File: src/include/i2cb_regs.svh
`ifndef I2CB_REGS_SVH
`define I2CB_REGS_SVH

// Register indices as printed; byte address is four times (index minus block base).
`define I2CB_IDX_BASE 32'h50001400
`define I2CB_IDX_PARAM_HIGH 32'h500014F6
`define I2CB_IDX_VERSION_LOW 32'h500014F8
`define I2CB_IDX_VERSION_HIGH 32'h500014FA
`define I2CB_IDX_TYPE_LOW 32'h500014FC
`define I2CB_IDX_TYPE_HIGH 32'h500014FE
`define I2CB_IDX_CONTROL 32'h50001500
`define I2CB_IDX_TARGET 32'h50001504
`define I2CB_IDX_OWN_ADDR 32'h50001508
`define I2CB_IDX_ENABLE 32'h5000150C
`define I2CB_IDX_STATUS 32'h5000150E

`define I2CB_CTRL_RESET 7'h7D
`define I2CB_TARGET_RESET 12'h055
`define I2CB_OWN_ADDR_RESET 10'h055
`define I2CB_CTRL_MSB 6
`define I2CB_TARGET_MSB 11
`define I2CB_ADDR_MSB 9
`define I2CB_ADDR7_MSB 6
`define I2CB_EN_BIT 0
`define I2CB_STAT_ABORT_BIT 6
`define I2CB_STAT_GCMODE_BIT 8
`define I2CB_STAT_MATCH_BIT 9

`define I2CB_SPEED_STD 2'h1
`define I2CB_SPEED_FAST 2'h2
`define I2CB_WIDE_PREFIX 5'h1E
`define I2CB_BYTE_LAST_BIT 4'h7
`define I2CB_ACK_BIT 4'h8

`define I2CB_SYS_CLK_NS 10
`define I2CB_STD_BIT_NS 10000
`define I2CB_FAST_BIT_NS 2500

`define I2CB_RESP_OKAY 2'h0
`define I2CB_RESP_SLVERR 2'h2

`endif

File: src/include/i2cb_pkg.sv
package i2cb_pkg;

	typedef struct packed {
		logic slaveOff;
		logic restartPermit;
		logic masterWide;
		logic slaveWide;
		logic [1:0] speed;
		logic masterOn;
	} i2cb_ctrl_t;

	typedef struct packed {
		logic special;
		logic gcSel;
		logic [9:0] addr;
	} i2cb_target_t;

	typedef struct packed {
		logic valid;
		logic read;
		logic restart;
		logic stop;
	} i2cb_cmd_t;

	typedef enum logic [1:0] {
		I2CB_SNOOP_IDLE = 2'b00,
		I2CB_SNOOP_FIRST = 2'b01,
		I2CB_SNOOP_SECOND = 2'b10,
		I2CB_SNOOP_DONE = 2'b11
	} i2cb_snoop_t;

endpackage

File: src/core/i2cb_mode_addr_cfg.sv
// Local design decision: register access over AXI4-Lite.
`timescale 1ns/1ps
`include "i2cb_regs.svh"
// Overview of operation
// - Slave-disable bit, reset 1, turns slave off.
// - Repeated-start permit bit, reset 1, gates RESTARTs.
// - Master width bit picks 7/10-bit master addressing.
// - Slave width bit picks 7/10-bit slave matching.
// - Speed field bits 2:1, 1 standard, 2 fast.
// - Master-enable bit, reset 1, gates master function.
// - Special bit uses the general-call/start-byte selector.
// - Selector 0 general call, 1 start byte.
// - Read after general call sets transmit abort.
// - General call mode holds until special clears; the code also ends it when the selector is set to 1.
// - Target address resets 0x55, ignored for general call.
// - Outside general-call and start-byte modes, master never transmits to its own slave address while the slave is enabled.
// - Target writes only while controller is off.
// - Own address resets 0x55, 7-bit compares bits 6:0.
// - Own address writes only while controller is off.
// - Forbidden restart becomes STOP then START.
module i2cb_mode_addr_cfg #(
	parameter int ADDR_W = 12
) (
	input wire logic sys_clk,
	input wire logic sys_rst,
	input wire logic [ADDR_W-1:0] s_axi_awaddr,
	input wire logic s_axi_awvalid,
	output logic s_axi_awready,
	input wire logic [31:0] s_axi_wdata,
	input wire logic [3:0] s_axi_wstrb,
	input wire logic s_axi_wvalid,
	output logic s_axi_wready,
	output logic [1:0] s_axi_bresp,
	output logic s_axi_bvalid,
	input wire logic s_axi_bready,
	input wire logic [ADDR_W-1:0] s_axi_araddr,
	input wire logic s_axi_arvalid,
	output logic s_axi_arready,
	output logic [31:0] s_axi_rdata,
	output logic [1:0] s_axi_rresp,
	output logic s_axi_rvalid,
	input wire logic s_axi_rready,
	input wire i2cb_pkg::i2cb_cmd_t cmdIn,
	output logic cmdAccepted_r,
	output logic cmdAborted_r,
	output logic issueRestart_r,
	output logic issueStopStart_r,
	output logic issueGeneralCall_r,
	output logic issueStartByte_r,
	output logic cmdAddrWide_r,
	output logic [9:0] cmdTargetAddr_r,
	output i2cb_pkg::i2cb_ctrl_t cfgCtrl_r,
	output i2cb_pkg::i2cb_target_t cfgTarget_r,
	output logic [9:0] ownAddr_r,
	output logic controllerOn_r,
	output logic abortFlag_r,
	output logic [15:0] sclHalfCount_r,
	input wire logic sclIn,
	input wire logic sdaIn,
	output logic slaveMatch_r,
	output logic slaveMatchRead_r
);
	localparam logic [ADDR_W-1:0] ADDR_PARAM_HIGH = ADDR_W'((`I2CB_IDX_PARAM_HIGH - `I2CB_IDX_BASE) * 4);
	localparam logic [ADDR_W-1:0] ADDR_VERSION_LOW = ADDR_W'((`I2CB_IDX_VERSION_LOW - `I2CB_IDX_BASE) * 4);
	localparam logic [ADDR_W-1:0] ADDR_VERSION_HIGH = ADDR_W'((`I2CB_IDX_VERSION_HIGH - `I2CB_IDX_BASE) * 4);
	localparam logic [ADDR_W-1:0] ADDR_TYPE_LOW = ADDR_W'((`I2CB_IDX_TYPE_LOW - `I2CB_IDX_BASE) * 4);
	localparam logic [ADDR_W-1:0] ADDR_TYPE_HIGH = ADDR_W'((`I2CB_IDX_TYPE_HIGH - `I2CB_IDX_BASE) * 4);
	localparam logic [ADDR_W-1:0] ADDR_CONTROL = ADDR_W'((`I2CB_IDX_CONTROL - `I2CB_IDX_BASE) * 4);
	localparam logic [ADDR_W-1:0] ADDR_TARGET = ADDR_W'((`I2CB_IDX_TARGET - `I2CB_IDX_BASE) * 4);
	localparam logic [ADDR_W-1:0] ADDR_OWN_ADDR = ADDR_W'((`I2CB_IDX_OWN_ADDR - `I2CB_IDX_BASE) * 4);
	localparam logic [ADDR_W-1:0] ADDR_ENABLE = ADDR_W'((`I2CB_IDX_ENABLE - `I2CB_IDX_BASE) * 4);
	localparam logic [ADDR_W-1:0] ADDR_STATUS = ADDR_W'((`I2CB_IDX_STATUS - `I2CB_IDX_BASE) * 4);
	localparam logic [15:0] HALF_STD = 16'((`I2CB_STD_BIT_NS / 2) / `I2CB_SYS_CLK_NS);
	localparam logic [15:0] HALF_FAST = 16'((`I2CB_FAST_BIT_NS / 2) / `I2CB_SYS_CLK_NS);
	logic awReady_r, wReady_r, awHeld_r, wHeld_r, bValid_r, arReady_r, rValid_r;
	logic [ADDR_W-1:0] awAddr_r;
	logic [31:0] wData_r, rData_r;
	logic [3:0] wStrb_r;
	logic [1:0] bResp_r, rResp_r;
	logic doWrite, wrControl, wrTarget, wrOwnAddr, wrEnable, wrStatus;
	logic [15:0] wrWord, oldWord;
	logic [31:0] readWord;
	logic readHit, writeHit, writeRo;
	assign s_axi_awready = awReady_r;
	assign s_axi_wready = wReady_r;
	assign s_axi_bvalid = bValid_r;
	assign s_axi_bresp = bResp_r;
	assign s_axi_arready = arReady_r;
	assign s_axi_rvalid = rValid_r;
	assign s_axi_rdata = rData_r;
	assign s_axi_rresp = rResp_r;
	// A write completes once address and data are both held and no response is pending.
	assign doWrite = awHeld_r && wHeld_r && !bValid_r;
	assign wrControl = doWrite && awAddr_r == ADDR_CONTROL;
	assign wrTarget = doWrite && awAddr_r == ADDR_TARGET;
	assign wrOwnAddr = doWrite && awAddr_r == ADDR_OWN_ADDR;
	assign wrEnable = doWrite && awAddr_r == ADDR_ENABLE;
	assign wrStatus = doWrite && awAddr_r == ADDR_STATUS;
	assign writeRo = awAddr_r == ADDR_PARAM_HIGH || awAddr_r == ADDR_VERSION_LOW ||
		awAddr_r == ADDR_VERSION_HIGH || awAddr_r == ADDR_TYPE_LOW || awAddr_r == ADDR_TYPE_HIGH;
	assign writeHit = writeRo || awAddr_r == ADDR_CONTROL || awAddr_r == ADDR_TARGET ||
		awAddr_r == ADDR_OWN_ADDR || awAddr_r == ADDR_ENABLE || awAddr_r == ADDR_STATUS;
	// Bytes without a strobe keep the value the register already holds.
	always_comb begin
		case (awAddr_r)
			ADDR_CONTROL: oldWord = 16'(cfgCtrl_r);
			ADDR_TARGET: oldWord = 16'(cfgTarget_r);
			ADDR_OWN_ADDR: oldWord = 16'(ownAddr_r);
			default: oldWord = 16'h0000;
		endcase
		wrWord = {wStrb_r[1] ? wData_r[15:8] : oldWord[15:8], wStrb_r[0] ? wData_r[7:0] : oldWord[7:0]};
	end
	always_ff @(posedge sys_clk) begin
		if (sys_rst) begin
			awReady_r <= 1'b0;
			awHeld_r <= 1'b0;
			awAddr_r <= '0;
		end else if (s_axi_awvalid && awReady_r) begin
			awHeld_r <= 1'b1;
			awAddr_r <= s_axi_awaddr;
			awReady_r <= 1'b0;
		end else if (doWrite) begin
			awHeld_r <= 1'b0;
			awReady_r <= 1'b1;
		end else if (!awHeld_r) begin
			awReady_r <= 1'b1;
		end
	end
	always_ff @(posedge sys_clk) begin
		if (sys_rst) begin
			wReady_r <= 1'b0;
			wHeld_r <= 1'b0;
			wData_r <= 32'h00000000;
			wStrb_r <= 4'h0;
		end else if (s_axi_wvalid && wReady_r) begin
			wHeld_r <= 1'b1;
			wData_r <= s_axi_wdata;
			wStrb_r <= s_axi_wstrb;
			wReady_r <= 1'b0;
		end else if (doWrite) begin
			wHeld_r <= 1'b0;
			wReady_r <= 1'b1;
		end else if (!wHeld_r) begin
			wReady_r <= 1'b1;
		end
	end
	always_ff @(posedge sys_clk) begin
		if (sys_rst) begin
			bValid_r <= 1'b0;
			bResp_r <= `I2CB_RESP_OKAY;
		end else if (doWrite) begin
			bValid_r <= 1'b1;
			bResp_r <= writeHit ? `I2CB_RESP_OKAY : `I2CB_RESP_SLVERR;
		end else if (s_axi_bready) begin
			bValid_r <= 1'b0;
		end
	end
	always_comb begin
		readWord = 32'h00000000;
		readHit = 1'b1;
		case (s_axi_araddr)
			ADDR_PARAM_HIGH, ADDR_VERSION_LOW, ADDR_VERSION_HIGH, ADDR_TYPE_LOW, ADDR_TYPE_HIGH:
				readWord = 32'h00000000;
			ADDR_CONTROL: readWord = 32'(cfgCtrl_r);
			ADDR_TARGET: readWord = 32'(cfgTarget_r);
			ADDR_OWN_ADDR: readWord = 32'(ownAddr_r);
			ADDR_ENABLE: readWord = 32'(controllerOn_r);
			ADDR_STATUS: begin
				readWord[`I2CB_EN_BIT] = controllerOn_r;
				readWord[`I2CB_STAT_ABORT_BIT] = abortFlag_r;
				readWord[`I2CB_STAT_GCMODE_BIT] = cfgTarget_r.special && !cfgTarget_r.gcSel;
				readWord[`I2CB_STAT_MATCH_BIT] = slaveMatch_r;
			end
			default: readHit = 1'b0;
		endcase
	end

	always_ff @(posedge sys_clk) begin
		if (sys_rst) begin
			arReady_r <= 1'b0;
			rValid_r <= 1'b0;
			rData_r <= 32'h00000000;
			rResp_r <= `I2CB_RESP_OKAY;
		end else if (s_axi_arvalid && arReady_r) begin
			arReady_r <= 1'b0;
			rValid_r <= 1'b1;
			rData_r <= readWord;
			rResp_r <= readHit ? `I2CB_RESP_OKAY : `I2CB_RESP_SLVERR;
		end else if (rValid_r && s_axi_rready) begin
			rValid_r <= 1'b0;
			arReady_r <= 1'b1;
		end else if (!rValid_r) begin
			arReady_r <= 1'b1;
		end
	end
	always_ff @(posedge sys_clk) begin
		if (sys_rst) begin
			cfgCtrl_r <= `I2CB_CTRL_RESET;
		end else if (wrControl) begin
			cfgCtrl_r <= wrWord[`I2CB_CTRL_MSB:0];
		end
	end
	always_ff @(posedge sys_clk) begin
		if (sys_rst) begin
			cfgTarget_r <= `I2CB_TARGET_RESET;
		end else if (wrTarget && !controllerOn_r) begin
			cfgTarget_r <= wrWord[`I2CB_TARGET_MSB:0];
		end
	end
	always_ff @(posedge sys_clk) begin
		if (sys_rst) begin
			ownAddr_r <= `I2CB_OWN_ADDR_RESET;
		end else if (wrOwnAddr && !controllerOn_r) begin
			ownAddr_r <= wrWord[`I2CB_ADDR_MSB:0];
		end
	end
	always_ff @(posedge sys_clk) begin
		if (sys_rst) begin
			controllerOn_r <= 1'b0;
		end else if (wrEnable && wStrb_r[0]) begin
			controllerOn_r <= wData_r[`I2CB_EN_BIT];
		end
	end
	// Unknown speed codes keep the last valid rate.
	always_ff @(posedge sys_clk) begin
		if (sys_rst) begin
			sclHalfCount_r <= HALF_FAST;
		end else if (cfgCtrl_r.speed == `I2CB_SPEED_STD) begin
			sclHalfCount_r <= HALF_STD;
		end else if (cfgCtrl_r.speed == `I2CB_SPEED_FAST) begin
			sclHalfCount_r <= HALF_FAST;
		end
	end
	logic cmdRefused, gcMode, gcRead, targetHitsOwn, selfTx, abortEvt, acceptEvt, needRestart;
	logic inTransfer_r, lastRead_r;
	assign gcMode = cfgTarget_r.special && !cfgTarget_r.gcSel;
	assign cmdRefused = !controllerOn_r || !cfgCtrl_r.masterOn;
	assign gcRead = gcMode && cmdIn.read;
	assign targetHitsOwn = cfgCtrl_r.masterWide ? cfgTarget_r.addr == ownAddr_r :
		cfgTarget_r.addr[`I2CB_ADDR7_MSB:0] == ownAddr_r[`I2CB_ADDR7_MSB:0];
	assign selfTx = !cmdIn.read && !cfgTarget_r.special && !cfgCtrl_r.slaveOff && targetHitsOwn;
	assign abortEvt = cmdIn.valid && !cmdRefused && (gcRead || selfTx);
	assign acceptEvt = cmdIn.valid && !cmdRefused && !abortEvt;
	assign needRestart = cmdIn.restart || (inTransfer_r && cmdIn.read != lastRead_r);
	always_ff @(posedge sys_clk) begin
		if (sys_rst) begin
			cmdAccepted_r <= 1'b0;
			cmdAborted_r <= 1'b0;
		end else begin
			cmdAccepted_r <= acceptEvt;
			cmdAborted_r <= cmdIn.valid && !acceptEvt;
		end
	end

	always_ff @(posedge sys_clk) begin
		if (sys_rst) begin
			issueRestart_r <= 1'b0;
			issueStopStart_r <= 1'b0;
			issueGeneralCall_r <= 1'b0;
			issueStartByte_r <= 1'b0;
			cmdAddrWide_r <= 1'b0;
			cmdTargetAddr_r <= 10'h000;
		end else if (acceptEvt) begin
			issueRestart_r <= needRestart && cfgCtrl_r.restartPermit;
			issueStopStart_r <= needRestart && !cfgCtrl_r.restartPermit;
			issueGeneralCall_r <= gcMode;
			issueStartByte_r <= cfgTarget_r.special && cfgTarget_r.gcSel;
			cmdAddrWide_r <= cfgCtrl_r.masterWide;
			cmdTargetAddr_r <= gcMode ? 10'h000 : cfgTarget_r.addr;
		end
	end

	always_ff @(posedge sys_clk) begin
		if (sys_rst) begin
			inTransfer_r <= 1'b0;
			lastRead_r <= 1'b0;
		end else if (acceptEvt) begin
			inTransfer_r <= !cmdIn.stop;
			lastRead_r <= cmdIn.read;
		end else if (!controllerOn_r) begin
			inTransfer_r <= 1'b0;
		end
	end
	// Writing one to the abort bit clears it; a new abort in the same cycle wins.
	always_ff @(posedge sys_clk) begin
		if (sys_rst) begin
			abortFlag_r <= 1'b0;
		end else if (abortEvt) begin
			abortFlag_r <= 1'b1;
		end else if (wrStatus && wStrb_r[0] && wData_r[`I2CB_STAT_ABORT_BIT]) begin
			abortFlag_r <= 1'b0;
		end
	end
	logic sclSync1_r, sclSync2_r, sclPrev_r, sdaSync1_r, sdaSync2_r, sdaPrev_r;
	logic sclRise, startCond, stopCond, slaveActive;
	logic [7:0] shift_r, byteNow;
	logic [3:0] bitCnt_r;
	i2cb_pkg::i2cb_snoop_t snoop_r;
	always_ff @(posedge sys_clk) begin
		if (sys_rst) begin
			sclSync1_r <= 1'b1;
			sclSync2_r <= 1'b1;
			sclPrev_r <= 1'b1;
			sdaSync1_r <= 1'b1;
			sdaSync2_r <= 1'b1;
			sdaPrev_r <= 1'b1;
		end else begin
			sclSync1_r <= sclIn;
			sclSync2_r <= sclSync1_r;
			sclPrev_r <= sclSync2_r;
			sdaSync1_r <= sdaIn;
			sdaSync2_r <= sdaSync1_r;
			sdaPrev_r <= sdaSync2_r;
		end
	end

	assign sclRise = sclSync2_r && !sclPrev_r;
	assign startCond = sclSync2_r && sclPrev_r && sdaPrev_r && !sdaSync2_r;
	assign stopCond = sclSync2_r && sclPrev_r && !sdaPrev_r && sdaSync2_r;
	assign slaveActive = controllerOn_r && !cfgCtrl_r.slaveOff;
	assign byteNow = {shift_r[6:0], sdaSync2_r};
	always_ff @(posedge sys_clk) begin
		if (sys_rst) begin
			snoop_r <= i2cb_pkg::I2CB_SNOOP_IDLE;
			bitCnt_r <= 4'h0;
			shift_r <= 8'h00;
			slaveMatch_r <= 1'b0;
			slaveMatchRead_r <= 1'b0;
		end else if (startCond) begin
			snoop_r <= slaveActive ? i2cb_pkg::I2CB_SNOOP_FIRST : i2cb_pkg::I2CB_SNOOP_IDLE;
			bitCnt_r <= 4'h0;
			slaveMatch_r <= 1'b0;
		end else if (stopCond || !slaveActive) begin
			snoop_r <= i2cb_pkg::I2CB_SNOOP_IDLE;
			slaveMatch_r <= 1'b0;
		end else if (sclRise) begin
			if (bitCnt_r == `I2CB_ACK_BIT) begin
				bitCnt_r <= 4'h0;
			end else begin
				bitCnt_r <= bitCnt_r + 4'h1;
				shift_r <= byteNow;
			end
			if (bitCnt_r == `I2CB_BYTE_LAST_BIT) begin
				case (snoop_r)
					i2cb_pkg::I2CB_SNOOP_FIRST: begin
						slaveMatchRead_r <= byteNow[0];
						if (!cfgCtrl_r.slaveWide) begin
							slaveMatch_r <= byteNow[7:1] == ownAddr_r[`I2CB_ADDR7_MSB:0];
							snoop_r <= i2cb_pkg::I2CB_SNOOP_DONE;
						end else if (byteNow[7:3] == `I2CB_WIDE_PREFIX && byteNow[2:1] == ownAddr_r[9:8]) begin
							snoop_r <= i2cb_pkg::I2CB_SNOOP_SECOND;
						end else begin
							snoop_r <= i2cb_pkg::I2CB_SNOOP_DONE;
						end
					end
					i2cb_pkg::I2CB_SNOOP_SECOND: begin
						slaveMatch_r <= byteNow == ownAddr_r[7:0];
						snoop_r <= i2cb_pkg::I2CB_SNOOP_DONE;
					end
					default: snoop_r <= snoop_r;
				endcase
			end
		end
	end
endmodule

File: config.mk
export PLATFORM = sky130hd
export DESIGN_NAME = i2cb_mode_addr_cfg
export DESIGN_NICKNAME = d
export VERILOG_FILES = /design/src/include/i2cb_pkg.sv /design/src/core/i2cb_mode_addr_cfg.sv
export VERILOG_INCLUDE_DIRS = /design/src /design/src/include
export SDC_FILE = /design/constraint.sdc
export NUM_CORES = 1
export LEC_CHECK = 0
export ABC_AREA = 1
export ABC_CLOCK_PERIOD_IN_PS = 1500
export BUFFER_PORTS_ARGS = -buffer_cell sky130_fd_sc_hd__buf_2
export CAP_MARGIN = 20
export CORE_MARGIN = 3
export CORE_UTILIZATION = 54
export CTS_BUF_LIST = sky130_fd_sc_hd__clkbuf_4
export DETAILED_ROUTE_END_ITERATION = 10
export PLACE_DENSITY = 0.83
export SLEW_MARGIN = 10
export SYNTH_ARGS = -nofsm -noshare
export SYNTH_HDL_FRONTEND = slang
export SYNTH_SLANG_ARGS = --single-unit
File: constraint.sdc
create_clock -name sys_clk -period 1.5 [get_ports sys_clk]
set_input_delay 0.075 -clock sys_clk [delete_from_list [all_inputs] [get_ports sys_clk]]
set_output_delay 0.075 -clock sys_clk [all_outputs]
set_load 0.01 [all_outputs]
==> reports/qor.yml <==
outcome: "finished with violations"
violations: "negative setup slack"
p_seq_share_pct: 49.3
clk_latency_ps: 550
num_vias: 7316
initial_core_util_pct: 56.0
path_clk_slew_ps: 120
antennaDiodeCount: 0
skew_ps: 24.1
synth-compound-area-share_pct: 12.7
synth_enable_flop_cells: 0
grt_pass1_vias: 6278
drive_gt1_share_pct: 29.3
clkPwrFrac_pct: 38.4
crit_path_max_fanout: 7
yosys.area_share.simple_pct: 31.7
stdcell_area_um2: 8590
cts_buffers: 17
ys_seq_area_share_pct: 38.9
coreArea_um2: 11000
grt_usage_pct: 29.3
crit_type: "flip-flop to flip-flop"
fin_nets: 1277
fmax_mhz: 582
ios: 180
synth_cell_types: 41
setup_viol_count_final: 31
slew_violations: 0
gr-total-overflow: 0
wirelength_um: 21200
viasPerCell: 5.41
io_buffers: 123
gp_congestion: 0.977
cts_buffer_depth: 2
async_flop_share_pct: 0
die_w_um: 113
comb_power_share_pct: 12.2
drt.antenna.violating_nets: 0
p_int_mw: 4.94
worstMarginPinSlew_ps: 658
report.final.hold_viol_count: 0
switching_share_pct: 26.6
switchingPower_mw: 1.80
final_cell_mix: "nand2_1 (214), buf_2 (124), nor2_1 (111), inv_1 (111), dfxtp_1 (99)"
synthMuxAreaShare_pct: 0
leakage_nw: 4.21
end_kind: "flip-flop"
synth_fa_ha_area_share_pct: 1.01
grt_first_pass_wirelength_um: 30100
arrival_ps: 2150
powerDensity_nw_per_um2: 785
synth_seq_cells: 120
final.setup.worst_slack_ps: -217
synth_warnings: 0
synth_xor_xnor_area_share_pct: 0.992
fp-row-count: 38
fp.dieH_um: 113
maxCapViolCount: 0
syn-cell-area_um2: 6180
vdd_ir_drop_max_mv: 0.622
drtPass1Iterations: 6
syn_avg_cell_area_um2: 6.56
hold_path.class: "primary input to flip-flop"
drt_iter0_markers: 895
post-route-min-period_ps: 1720
synthToLayoutAreaGrowth_pct: 38.9
grt_max_degree: 32
synth_ff_type: "dfxtp_1"
drc: 0
h-tree-depth: 4
antenna_found_initial: 0
synth_top_family_by_area: "simple AND/OR/NAND/NOR gates"
power_mw: 6.74
dpl_cell_area_um2: 7390
dieArea_um2: 12800
wire_per_inst_um: 15.7
cts.sinks: 120
dpl.hpwl_um: 13500
relSlewSlack_pct: 55.9
clockRootBuffer: "clkbuf_4"
finalCritPeriodShare_pct: 114
worst_setup_path_start_kind: "flip-flop"
tritoncts: "done"
cp.required_ps: 1940
rsz0062_at_grt: "yes"
synthCells: 942
final_common_cell: "nand2_1"
[worst paths after layout]
check                                         startpoint                          end  slack [ps]  cells after the start
worst max-delay path            awAddr_r[7]$_SDFFE_PP0P_  cfgTarget_r[9]$_SDFFE_PP0P_        -220                      9
worst min-delay path                    s_axi_araddr[10]  s_axi_rdata[6]$_SDFFE_PP0P_          20                      5
worst max register to register  awAddr_r[7]$_SDFFE_PP0P_  cfgTarget_r[9]$_SDFFE_PP0P_        -220                      9
worst min register to register     sdaSync1_r$_SDFF_PP1_        sdaSync2_r$_SDFF_PP1_         420                      1
[routing by layer]
metal  track usage (%)  vias to the layer above  share of wire (%)  wire, µm
li1                  -                     3441                  -         -
met2              48.0                      489                 47      9880
met1              37.0                     3276                 38      8140
met4              13.4                        0                5.5      1160
met3              6.31                      110                9.4      1980
met5                 0                        -                  0         0
[layout make-up]
| cell class | count | area, µm² |
|---|---|---|
| multi-input combinational | 659 | 3270 |
| timing repair buffer | 270 | 1890 |
| clock buffer | 20 | 150 |
| clock inverter | 12 | 156 |
| tap | 140 | 175 |
| sequential | 120 | 2440 |
| fill | 780 | 2440 |
| inverter | 131 | 507 |
[per-stage QoR]
stage	cells	TNS [ps]	setup WS [ps]	hold WS [ps]	util [%]
floorplan	974	0	41.6	179	-
global placement	1260	0	1.70	259	67.0
detailed placement	1260	-33.0	-17.9	260	67.0
CTS	1339	-7.03	-7.03	15.7	74.2
global route	1352	-6520	-257	72.5	77.9
finish	1352	-4150	-217	21.5	77.9
[synth_stat cells (all sizes together), types with 6 or more instances]
master | instances | area [µm²]
o21ai | 69 | 345
buf | 47 | 339
nor2 | 126 | 490
dfxtp | 120 | 2400
nand2 | 230 | 868
clkinv | 6 | 22.5
nand4 | 18 | 113
clkbuf | 19 | 72.6
nand3 | 77 | 403
inv | 125 | 469
a21oi | 59 | 299
nor3 | 6 | 41.3
[power groups by stage]
stage | Clock, mW | Combinational, mW | Sequential (mW)
floorplan | 0 | 0.414 | 3.38
global placement | 0 | 0.585 | 3.38
detailed placement | 0 | 0.598 | 3.38
CTS | 2.55 | 0.693 | 3.31
global route | 2.69 | 0.886 | 3.33
finish | 2.59 | 0.824 | 3.33
[cell families (layout without fill, tap and decap cells)]
logic type                 Yosys count  count (layout)
AOI/OAI and AO/OA                  147             147
and+or+nand+nor                    464             466
buffers and inverters              197             433
DFF                                120             120
xor gates and xnor gates             7               7
other                                2              34
adders and majority gates            5               5
[state kept, by name, summed over array words and instances (netlist names), 2 cells and up]
name	cells
awAddr_r	12
cfgTarget_r	12
s_axi_rdata	12
wData_r	12
cmdTargetAddr_r	10
ownAddr_r	10
cfgCtrl_r	7
shift_r	7
bitCnt_r	4
sclHalfCount_r	2
snoop_r	2
wStrb_r	2
[worst max-delay path, cell delays in order, from the launching register on]
cell	delay [ps]
dfxtp_2	370
nor2_4	250
nand3_4	130
nor2_4	130
nand4_1	200
inv_2	190
buf_12	140
nand3_2	80
nand2_2	60
inv_1	40
[repair_timing]
item                                   CTS  global route
pin swaps                                0            28
setup buffers                            0             9
endpoints found under the hold margin   42             0
hold buffers                            47             0
cloned                                   0             4
setup endpoints to repair               17            70
gates resized for setup                 10           109
Note: power is estimated with default switching activity, not from simulation.
